===== src/design/sar_pkg.sv =====
// Shared constants for the successive-approximation conversion sequencer
package sar_pkg;
  localparam int unsigned RESULT_W = 16;
  localparam logic [15:0] RESULT_RESET = 16'h0000;
  localparam logic [15:0] CODE_FULL_SCALE = 16'hFFFF;
  localparam logic [15:0] CODE_ZERO_SCALE = 16'h0000;
  localparam logic [15:0] CODE_MSB = 16'h8000;
  // Acquisition time in ns and its cycle count at 125 MHz (least time, rounded up)
  localparam int unsigned ACQ_TIME_NS = 1000;
  localparam int unsigned CLK_PERIOD_NS = 8;
  localparam int unsigned ACQ_CYCLES = (ACQ_TIME_NS + CLK_PERIOD_NS - 1) / CLK_PERIOD_NS;
  localparam logic [7:0] ACQ_CYCLES_W = 8'(ACQ_CYCLES);
  localparam logic [7:0] ACQ_COUNT_RESET = 8'h00;
  localparam logic [4:0] BIT_INDEX_MSB = 5'h0F;
  typedef enum logic [4:0] {
    ST_ACQUIRE = 5'b00001,
    ST_WAIT    = 5'b00010,
    ST_HOLD    = 5'b00100,
    ST_TRIAL   = 5'b01000,
    ST_FORMAT  = 5'b10000
  } seq_state_t;
endpackage


===== src/design/sar_result_reg.sv =====
// Result holding register with registered read data
`timescale 1ns/1ns
module sar_result_reg (
  input  wire logic        i_ref_clk,
  input  wire logic        i_reset_n,
  input  wire logic        i_load,
  input  wire logic [15:0] i_word,
  output logic      [15:0] o_word
);
  logic [15:0] word_reg;
  always_ff @(posedge i_ref_clk) begin
    if (!i_reset_n) begin
      word_reg <= sar_pkg::RESULT_RESET;
    end else if (i_load) begin
      word_reg <= i_word;
    end
  end
  assign o_word = word_reg;
endmodule // sar_result_reg


===== src/design/sar_conversion_sequencer.sv =====
// Control sequencer of a 16-bit successive-approximation converter
`timescale 1ns/1ns
module sar_conversion_sequencer (
  input  wire logic        i_ref_clk,
  input  wire logic        i_reset_n,
  input  wire logic        i_conversion_start_n,
  input  wire logic        i_coding_select,
  input  wire logic        i_power_down_in,
  input  wire logic        i_comparator_high,
  input  wire logic        i_over_range,
  input  wire logic        i_under_range,
  output logic             o_busy,
  output logic             o_array_common_switch,
  output logic             o_sample_hold,
  output logic      [15:0] o_array_bits,
  output logic      [15:0] o_result
);
  // Pins from outside the clock domain pass three flops; a change counts once stages two and three agree
  // Bit order of the pin vectors from bit 0 up: start, coding, power-down, over-range, under-range
  wire [4:0] pin_raw  = {i_under_range, i_over_range, i_power_down_in, i_coding_select, i_conversion_start_n};
  // Start idles high, so its stages reset high and reset leaves no false falling edge
  wire [4:0] pin_idle = 5'h01;
  wire [4:0] pin_level;

  genvar idx;
  generate
    for (idx = 0; idx < 5; idx++) begin : g_pin_sync
      logic [2:0] stage_reg;
      logic       level_reg;
      always_ff @(posedge i_ref_clk) begin
        if (!i_reset_n) begin
          stage_reg <= {3{pin_idle[idx]}};
          level_reg <= pin_idle[idx];
        end else begin
          stage_reg <= {stage_reg[1:0], pin_raw[idx]};
          // A level seen by one stage only is ignored, which filters one-cycle glitches
          if (stage_reg[2] == stage_reg[1]) begin
            level_reg <= stage_reg[2];
          end
        end
      end
      assign pin_level[idx] = level_reg;
    end
  endgenerate

  wire start_n_lvl = pin_level[0];
  wire coding_lvl  = pin_level[1];
  wire pd_lvl      = pin_level[2];
  wire over_lvl    = pin_level[3];
  wire under_lvl   = pin_level[4];

  logic start_prev_reg;
  always_ff @(posedge i_ref_clk) begin
    if (!i_reset_n) begin
      start_prev_reg <= 1'b1;
    end else begin
      start_prev_reg <= start_n_lvl;
    end
  end

  sar_pkg::seq_state_t state_reg, state_next;
  logic [7:0]  acq_count_reg;
  logic [4:0]  bit_index_reg;
  logic [15:0] trial_reg;
  logic [15:0] final_word_reg;
  logic        busy_reg, common_sw_reg, hold_reg, load_reg;
  logic        over_held_reg, under_held_reg;

  wire acq_done    = (acq_count_reg == sar_pkg::ACQ_CYCLES_W);
  wire start_fall  = start_prev_reg & ~start_n_lvl;
  wire start_ok    = acq_done & ~pd_lvl;
  wire last_bit    = (bit_index_reg == 5'h00);
  wire in_hold     = (state_reg == sar_pkg::ST_HOLD);
  wire in_trial    = (state_reg == sar_pkg::ST_TRIAL);
  wire load_result = (state_reg == sar_pkg::ST_FORMAT);
  wire enter_hold  = (state_next == sar_pkg::ST_HOLD);
  wire [15:0] bit_mask = 16'h0001 << bit_index_reg[3:0];
  // Comparator high means the trial weight overshoots, so that bit is released
  wire [15:0] trial_kept = i_comparator_high ? (trial_reg & ~bit_mask) : trial_reg;
  wire [15:0] next_trial = last_bit ? trial_kept : ((trial_kept) | (bit_mask >> 1));
  // The array shows each trial in the same cycle in which the comparator judges it
  wire [15:0] array_next = in_hold ? sar_pkg::CODE_MSB
                         : (in_trial && !last_bit) ? next_trial : 16'h0000;
  // Clamp flags are taken when the sample is held, so they stay with its own code
  wire [15:0] raw_code = over_held_reg ? sar_pkg::CODE_FULL_SCALE
                       : under_held_reg ? sar_pkg::CODE_ZERO_SCALE : final_word_reg;
  // Twos complement differs only by an inverted MSB
  wire [15:0] coded = coding_lvl ? raw_code : (raw_code ^ sar_pkg::CODE_MSB);

  always_comb begin
    state_next = state_reg;
    unique case (state_reg)
      sar_pkg::ST_ACQUIRE: begin
        // A start held low through acquisition converts at once
        if (start_ok && !start_n_lvl) begin
          state_next = sar_pkg::ST_HOLD;
        end else if (start_ok) begin
          state_next = sar_pkg::ST_WAIT;
        end
      end
      sar_pkg::ST_WAIT: begin
        // Power-down may rise while waiting, so it is checked again here
        if (!pd_lvl && start_fall) begin
          state_next = sar_pkg::ST_HOLD;
        end
      end
      sar_pkg::ST_HOLD: begin
        state_next = sar_pkg::ST_TRIAL;
      end
      sar_pkg::ST_TRIAL: begin
        if (last_bit) begin
          state_next = sar_pkg::ST_FORMAT;
        end
      end
      sar_pkg::ST_FORMAT: begin
        state_next = sar_pkg::ST_ACQUIRE;
      end
    endcase
  end

  always_ff @(posedge i_ref_clk) begin
    if (!i_reset_n) begin
      state_reg <= sar_pkg::ST_ACQUIRE;
    end else begin
      state_reg <= state_next;
    end
  end

  always_ff @(posedge i_ref_clk) begin
    if (!i_reset_n) begin
      acq_count_reg <= sar_pkg::ACQ_COUNT_RESET;
    end else if (state_reg != sar_pkg::ST_ACQUIRE) begin
      acq_count_reg <= sar_pkg::ACQ_COUNT_RESET;
    end else if (!acq_done) begin
      acq_count_reg <= acq_count_reg + 8'h01;
    end
  end

  always_ff @(posedge i_ref_clk) begin
    if (!i_reset_n) begin
      bit_index_reg  <= sar_pkg::BIT_INDEX_MSB;
      trial_reg      <= 16'h0000;
      final_word_reg <= 16'h0000;
    end else if (in_hold) begin
      bit_index_reg <= sar_pkg::BIT_INDEX_MSB;
      trial_reg     <= sar_pkg::CODE_MSB;
    end else if (in_trial) begin
      trial_reg <= next_trial;
      if (last_bit) begin
        final_word_reg <= trial_kept;
      end else begin
        bit_index_reg <= bit_index_reg - 5'h01;
      end
    end
  end

  // Range flags are captured on the edge that holds the sample
  always_ff @(posedge i_ref_clk) begin
    if (!i_reset_n) begin
      over_held_reg  <= 1'b0;
      under_held_reg <= 1'b0;
    end else if (enter_hold) begin
      over_held_reg  <= over_lvl;
      under_held_reg <= under_lvl;
    end
  end

  // Switch and hold controls are registered from the next state so they change together with the state
  always_ff @(posedge i_ref_clk) begin
    if (!i_reset_n) begin
      busy_reg      <= 1'b0;
      common_sw_reg <= 1'b1;
      hold_reg      <= 1'b0;
      load_reg      <= 1'b0;
    end else begin
      load_reg      <= load_result;
      common_sw_reg <= (state_next == sar_pkg::ST_ACQUIRE) || (state_next == sar_pkg::ST_WAIT);
      hold_reg      <= (state_next == sar_pkg::ST_HOLD) || (state_next == sar_pkg::ST_TRIAL)
                       || (state_next == sar_pkg::ST_FORMAT);
      // Busy falls only after the result register has taken the word
      if (enter_hold) begin
        busy_reg <= 1'b1;
      end else if (load_reg) begin
        busy_reg <= 1'b0;
      end
    end
  end

  // Trial pattern to the switch array; zero whenever no trial is running
  logic [15:0] array_reg;
  always_ff @(posedge i_ref_clk) begin
    if (!i_reset_n) begin
      array_reg <= 16'h0000;
    end else begin
      array_reg <= array_next;
    end
  end

  sar_result_reg u_result (
    .i_ref_clk (i_ref_clk),
    .i_reset_n (i_reset_n),
    .i_load    (load_result),
    .i_word    (coded),
    .o_word    (o_result)
  );

  assign o_busy                = busy_reg;
  assign o_array_common_switch = common_sw_reg;
  assign o_sample_hold         = hold_reg;
  assign o_array_bits          = array_reg;
endmodule // sar_conversion_sequencer


===== config.mk =====
export PLATFORM = sky130hd
export DESIGN_NAME = sar_conversion_sequencer
export DESIGN_NICKNAME = d
export VERILOG_FILES = /design/src/design/sar_pkg.sv /design/src/design/sar_result_reg.sv /design/src/design/sar_conversion_sequencer.sv
export SDC_FILE = /design/constraint.sdc
export NUM_CORES = 1
export LEC_CHECK = 0
export BUFFER_PORTS_ARGS = -buffer_cell sky130_fd_sc_hd__buf_2
export CAP_MARGIN = 20
export CORE_AREA = 4 4 108 110
export CTS_CLUSTER_SIZE = 25
export DETAILED_ROUTE_END_ITERATION = 6
export DIE_AREA = 0 0 112 114
export PLACE_DENSITY = 0.62
export SLEW_MARGIN = 20
export SYNTH_ARGS = -nofsm -noshare
export SYNTH_HDL_FRONTEND = slang
export SYNTH_HIERARCHICAL = 1
export SYNTH_SLANG_ARGS = --single-unit

===== constraint.sdc =====
create_clock -name i_ref_clk -period 3.95 [get_ports i_ref_clk]
set_input_delay 0.79 -clock i_ref_clk [delete_from_list [all_inputs] [get_ports i_ref_clk]]
set_output_delay 0.79 -clock i_ref_clk [all_outputs]
set_load 0.02 [all_outputs]

==> results of run 1 <==
-- cell usage after synthesis, drive strengths merged (8+ instances only) --
cell type / instances / area (um2)
a21o: 16 / 120
a21oi: 41 / 209
and2: 36 / 229
buf: 10 / 92.6
clkbuf: 22 / 83.8
dfxtp: 109 / 2180
mux2i: 19 / 190
nand2: 77 / 289
nand2b: 8 / 50.1
nand3: 10 / 50.1
nor2: 26 / 105
nor2b: 24 / 150
nor3: 9 / 45.0
o21ai: 52 / 260
-- cell type report --
type                    instances  area share, %
clock buffers                  11           2.75
clock inverters                 5           1.14
inverters                       6          0.438
multi-input cells             387           45.6
flip-flops and latches        109           42.4
well taps                     140           3.41
repair buffers                 43           4.23
-- kinds of logic after synthesis --
group           count (synthesis)
compound gates                139
buf+inv                        38
mux                            19
fa+ha+maj                       7
simple gates                  212
xor+xnor                       10
flops                         109
-- final timing paths --
| path | from | end | slack, ns | cells past startpoint |
|---|---|---|---|---|
| worst min register to register | g_pin_sync[0].stage_reg[0] | g_pin_sync[0].stage_reg[1] | 0.42 | 1 |
| worst max register to register | state_reg[3] | final_word_reg[12] | 1.45 | 5 |
| worst min-delay path | g_pin_sync[0].stage_reg[0] | g_pin_sync[0].stage_reg[1] | 0.42 | 1 |
| worst max-delay path | state_reg[3] | final_word_reg[12] | 1.45 | 5 |
-- per-layer routing --
layer | GRT usage, % | vias up | routed length (um)
li1 | - | 1871 | -
met1 | 19.5 | 1722 | 4480
met2 | 26.9 | 82 | 4750
met3 | 3.40 | 14 | 464
met4 | 7.37 | 0 | 241
met5 | 0 | - | 0
-- through the flow --
stage | cell area, um2 | power, W | hold WS (ns) | utilization (%)
after CTS | 5140 | 0.00186 | 0.433 | 48.1
after global routing | 5140 | 0.00191 | 0.441 | 48.1
final | 5140 | 0.00183 | 0.424 | 48.1
after global placement | 4940 | 0.00117 | 0.395 | 46.2
after floorplan | 4730 | 0.00116 | 0.386 | -
after detailed placement | 4940 | 0.00118 | 0.407 | 46.2
-- report_power, final --
group | switching (W) | internal (W)
Sequential | 0.00000553 | 0.00111
Combinational | 0.0000212 | 0.0000151
Clock | 0.000371 | 0.000313
==> impl_metrics.yaml, run 1 <==
status:
  status: "completed"
floorplan:
  floorplan.initialDensity_pct: 44.2
  coreArea_mm2: 0.0107
  die_height_um: 114
  dieWidth_um: 112
  placementRows: 38
  design.die.area_mm2: 0.0128
  io_pins: 43
logic_synthesis:
  synth-edff-count: 0
  synth_flop_cell: "sky130_fd_sc_hd__dfxtp_1"
  avgSynthCellArea_um2: 8.85
  synth_compound_area_share_pct: 18.2
  synthArstFlopShare_pct: 0
  yosysSeqAreaShare_pct: 46.2
  syn_nets: 549
  synth-simple-area-share_pct: 23.6
  ys_seq_elements: 109
  adder_cell_share_of_the_synthesized_area_pct: 1.85
  synth_top_family_by_area: "simple AND/OR/NAND/NOR gates"
  netlist_instances: 534
  muxShareOfSynthArea_pct: 4.02
  yosys.area_share.xor_xnor_pct: 1.85
  netlist_area_mm2: 0.00473
  yosys.cell_types.count: 58
  yosys_warnings: 6
global_route:
  grt_pass1_wl_mm: 16.8
  grt_antenna_before_repair: 0
  first_global_vias: 3517
  grt_usage_pct: 15.9
  grt_max_degree: 36
  global_route.overflow_total: 0
detailed_routing:
  dr.pass1.iters: 5
  ant_nets: 0
  drt-total-wl_mm: 9.93
  dr_total_vias: 3689
  detailedRoute.firstIterationViolations: 141
  route.detailed.wl_per_inst_um: 14.2
  count_of_unresolved_drc_violations_after_routing: 0
  routed_via_density: 5.26
power:
  power.leakage_nw: 2.03
  power-per-cell-area_mw_per_mm2: 356
  worst_ir_drop_vdd_v: 0.000174
setup_path:
  crit_family: "simple AND/OR/NAND/NOR gates"
  cp-end-kind: "flip-flop"
  worstPathRequired_ns: 4.22
  timing.critical_path.fanout_max: 31
  cp-start-kind: "flip-flop"
  setup.worst_path.class: "flip-flop to flip-flop"
  cpMostUsedCell: "sky130_fd_sc_hd__nand2_1"
  critPathSlowestCell: "sky130_fd_sc_hd__dfxtp_1"
  cp_data_arrival_time_ns: 2.78
  crit_buf_inv: 0
  cells_along_the_critical_path: "and3_1, nand2_1, nand2_1, o21ai_0, and2_1"
  slowest_delay_ns: 0.64
sta:
  setup_repair_after_global_routing_missed_its_margin: "false"
  finalWorstSetupSlack_ns: 1.45
  timing.final.crit_share_pct: 63.4
  slew_headroom_pct: 45.1
  finalSetupViolCount: 0
  report.final.slew_viol_count: 0
  timing_hold_violations_final: 0
  setup-tns-final_ns: 0
  worst_pin_slew_ns: 0.823
  final_period_minus_worst_setup_slack_ns: 2.50
  final.setup_skew_ns: 0.0104
  fmaxAchievable_mhz: 399
cts:
  post_cts.resized_instances: 0
  cts_made_buffers: 9
  root_buffer: "sky130_fd_sc_hd__clkbuf_8"
  cts_post_setup_buffers_inserted: 0
  clkLatencyLatePin_ns: 0.37
  path_clk_slew_ns: 0.10
  holdBufCountCts: 0
  cts_tree: "yes"
  clock_tree.htree_level_count: 3
  clk_path_buf_depth: 2
  numClockSinks: 109
job:
  number_of_max_capacitance_violations_reported: 0
cells_and_area:
  multiInputGateArea_mm2: 0.00234
  nFillCells: 1056
  layout-drive-gt1-share_pct: 12.7
  synthToLayoutAreaGrowth_pct: 8.82
  final_nets: 571
  regArea_mm2: 0.00218
  layout_commonest_cell: "sky130_fd_sc_hd__dfxtp_1"
  stdcell_count: 701
  layout_common_cells: "sky130_fd_sc_hd__dfxtp_1 (109), sky130_fd_sc_hd__nand2_1 (77), sky130_fd_sc_hd__o21ai_0 (51), sky130_fd_sc_hd__buf_2 (42), sky130_fd_sc_hd__a21oi_1 (40)"
  ant_diodes: 0
placement:
  dp.final_hpwl_mm: 6.88
  post_placement_worst_setup_slack_ns: 1.46
  place_congestion: 0.838
  portBuffers: 42
  place_inst: 685
hold_path:
  min-delay-path-class: "flip-flop to flip-flop"
(Power assumes the default switching activity.)
==> run 2: changes to the inputs <==
ABC_AREA = 1   (was unset)
CORE_AREA = 4 4 106 108   (was 4 4 108 110)
DIE_AREA = 0 0 110 112   (was 0 0 112 114)
PLACE_DENSITY = 0.65   (was 0.62)
clock period = 2.25 ns   (was 3.95 ns; I/O delays follow)
==> impl_metrics.yaml, run 2 <==
setup_path:
  cp-start-kind: "flip-flop"
  cpMostUsedCell: "sky130_fd_sc_hd__inv_1"
  slowest_delay_ns: 0.40
  worstPathRequired_ns: 2.49
  cells_along_the_critical_path: "inv_1, ha_1, nand3_2, inv_1, nand2_2, buf_4, inv_1, o21ai_0, a21oi_1"
  cp-end-kind: "flip-flop"
  cp_data_arrival_time_ns: 2.11
  setup.worst_path.class: "flip-flop to flip-flop"
  critPathSlowestCell: "sky130_fd_sc_hd__dfxtp_1"
  timing.critical_path.fanout_max: 24
  r2r.worst_path.cells: 9
power:
  power.leakage_nw: 2.22
  seqPwrFrac_pct: 60.4
  power-per-cell-area_mw_per_mm2: 638
  pwr-share-comb_pct: 2.4
  power.clock.fraction_pct: 37.2
  design_power_total_w: 0.00323
  switching_power_w: 0.000734
  power.share.switching_pct: 22.7
  power_report.internal_total_w: 0.00250
  worst_ir_drop_vdd_v: 0.000470
cells_and_area:
  synthToLayoutAreaGrowth_pct: 11.0
  layout-drive-gt1-share_pct: 16.2
  layout_commonest_cell: "sky130_fd_sc_hd__dfxtp_1"
  stdcell_count: 764
  layout_common_cells: "sky130_fd_sc_hd__dfxtp_1 (109), sky130_fd_sc_hd__nand2_1 (90), sky130_fd_sc_hd__inv_1 (83), sky130_fd_sc_hd__nor2_1 (80), sky130_fd_sc_hd__o21ai_0 (53)"
  postLayoutCoreUtil_pct: 49.5
  ant_diodes: 0
  final_nets: 638
cts:
  numClockSinks: 109
  clock_tree.htree_level_count: 3
  cts_made_buffers: 9
  clk_path_buf_depth: 2
  root_buffer: "sky130_fd_sc_hd__clkbuf_8"
  clkLatencyLatePin_ns: 0.36
  path_clk_slew_ns: 0.10
  holdBufCountCts: 0
  cts_post_setup_buffers_inserted: 0
  cts_tree: "yes"
  post_cts.resized_instances: 0
global_route:
  grt_max_degree: 41
  peak_usage_layer_in_the_global_routing_report: "met2"
  use_met1_pct: 17.2
  grt_antenna_before_repair: 0
  global_route.overflow_total: 0
  first_global_vias: 3554
  grt.met3_usage_pct: 4.12
  grt_usage_pct: 15.0
  met2_layer_usage_reported_by_global_route_pct: 26.7
  grt_pass1_wl_mm: 15.2
detailed_routing:
  dr_total_vias: 3670
  drt-total-wl_mm: 8.85
  ant_nets: 0
  detailedRoute.firstIterationViolations: 139
  count_of_unresolved_drc_violations_after_routing: 0
  routed_via_density: 4.80
  dr.pass1.iters: 7
  route.detailed.wl_per_inst_um: 11.6
logic_synthesis:
  synth_largest_area_cell: "sky130_fd_sc_hd__dfxtp_1"
  yosys_warnings: 6
  synth_flop_cell: "sky130_fd_sc_hd__dfxtp_1"
  synthArstFlopShare_pct: 0
  yosys.cell_types.count: 39
  post_synth_most_frequent_cells: "sky130_fd_sc_hd__dfxtp_1 (109), sky130_fd_sc_hd__nand2_1 (90), sky130_fd_sc_hd__inv_1 (83), sky130_fd_sc_hd__nor2_1 (80), sky130_fd_sc_hd__o21ai_0 (53)"
  avgSynthCellArea_um2: 7.78
  yosysSeqAreaShare_pct: 47.8
  netlist_area_mm2: 0.00457
  netlist_instances: 587
  synth-edff-count: 0
  synth_top_area_share_pct: 47.8
  synth_area_leaders: "sky130_fd_sc_hd__dfxtp_1 (48%), sky130_fd_sc_hd__nand2_1 (7.4%), sky130_fd_sc_hd__inv_1 (6.8%)"
  syn_nets: 602
  ys_seq_elements: 109
  post-synth-top-count-cell: "sky130_fd_sc_hd__dfxtp_1"
placement:
  place_congestion: 0.960
  portBuffers: 42
  dp.final_hpwl_mm: 6.45
  place_inst: 748
hold_path:
  whs_path_depth: 3
  min-delay-path-class: "input pin to flip-flop"
sta:
  worst_pin_slew_ns: 0.551
  report.final.slew_viol_count: 0
  setup-tns-final_ns: 0
  finalSetupViolCount: 0
  setup_repair_after_global_routing_missed_its_margin: "false"
  timing_hold_violations_final: 0
  slew_headroom_pct: 63.2
  timing.final.crit_share_pct: 83.4
  final_period_minus_worst_setup_slack_ns: 1.88
  final.setup_skew_ns: 0.00994
  fmaxAchievable_mhz: 533
status:
  status: "completed"
floorplan:
  die_height_um: 112
  floorplan.initialDensity_pct: 44.6
  design.die.area_mm2: 0.0123
  io_pins: 43
  dieWidth_um: 110
  coreArea_mm2: 0.0102
  placementRows: 37
job:
  number_of_max_capacitance_violations_reported: 0
[run 2: cell count changes after synthesis, sizes merged, moves of 19 or more]
cell   change
nor2b     -24
and2      -36
inv       +82
nand2     +21
mux2i     -19
nor2      +66
[run 2: layer usage]
metal	share of wire (%)	vias up	wire [um]
li1	-	1918	-
met2	50	80	4380
met5	0	-	0
met3	4.5	12	399
met4	1.6	0	141
met1	44	1660	3930
[run 2: logic make-up (layout without fill, tap and decap cells)]
group	Yosys count	count (layout)	synth area share [%]
compound gates	129	129	15.8
xor+xnor	7	7	1.34
buf+inv	112	153	10.2
simple gates	223	223	22.9
flops	109	109	47.8
fa+ha+maj	7	7	1.92
[run 2: final cells by class]
class	count	area, um2
well taps	136	170
inverters	89	337
flip-flops and latches	109	2180
fillers	1024	5160
clock buffers	9	124
clock inverters	7	82.6
repair buffers	48	255
multi-input cells	366	1920
[run 2: final timing paths]
check / startpoint / to / slack, ns
worst max register to register: bit_index_reg[0] / final_word_reg[3] / 0.37
worst max-delay path: bit_index_reg[0] / final_word_reg[3] / 0.37
worst min-delay path: i_under_range / g_pin_sync[4].stage_reg[0] / 0.26
worst min register to register: g_pin_sync[1].stage_reg[0] / g_pin_sync[1].stage_reg[1] / 0.42
[run 2: power groups by stage]
stage	Clock, W	Sequential (W)	Combinational, W
finish	0.00120	0.00195	0.0000770
floorplan	0	0.00200	0.0000571
detailed placement	0	0.00200	0.0000776
global placement	0	0.00200	0.0000752
global route	0.00132	0.00196	0.0000890
CTS	0.00125	0.00195	0.0000776
[run 2: critical path: cells and delay by family (launching register included)]
family / cells / cell delay (ns)
adder cells (fa/ha/maj): 1 / 0.26
buffers and inverters: 4 / 0.62
AO/OA/AOI/OAI: 2 / 0.26
AND/OR/NAND/NOR: 2 / 0.21
flip-flops: 1 / 0.40
[run 2: stage by stage]
stage               hold WS [ns]  worst slack (ns)  cell area [um2]
floorplan                  0.390             0.718             4570
global placement           0.393             0.527             4860
detailed placement         0.396             0.404             4860
CTS                        0.247             0.380             5070
global route               0.257             0.184             5070
finish                     0.265             0.374             5070
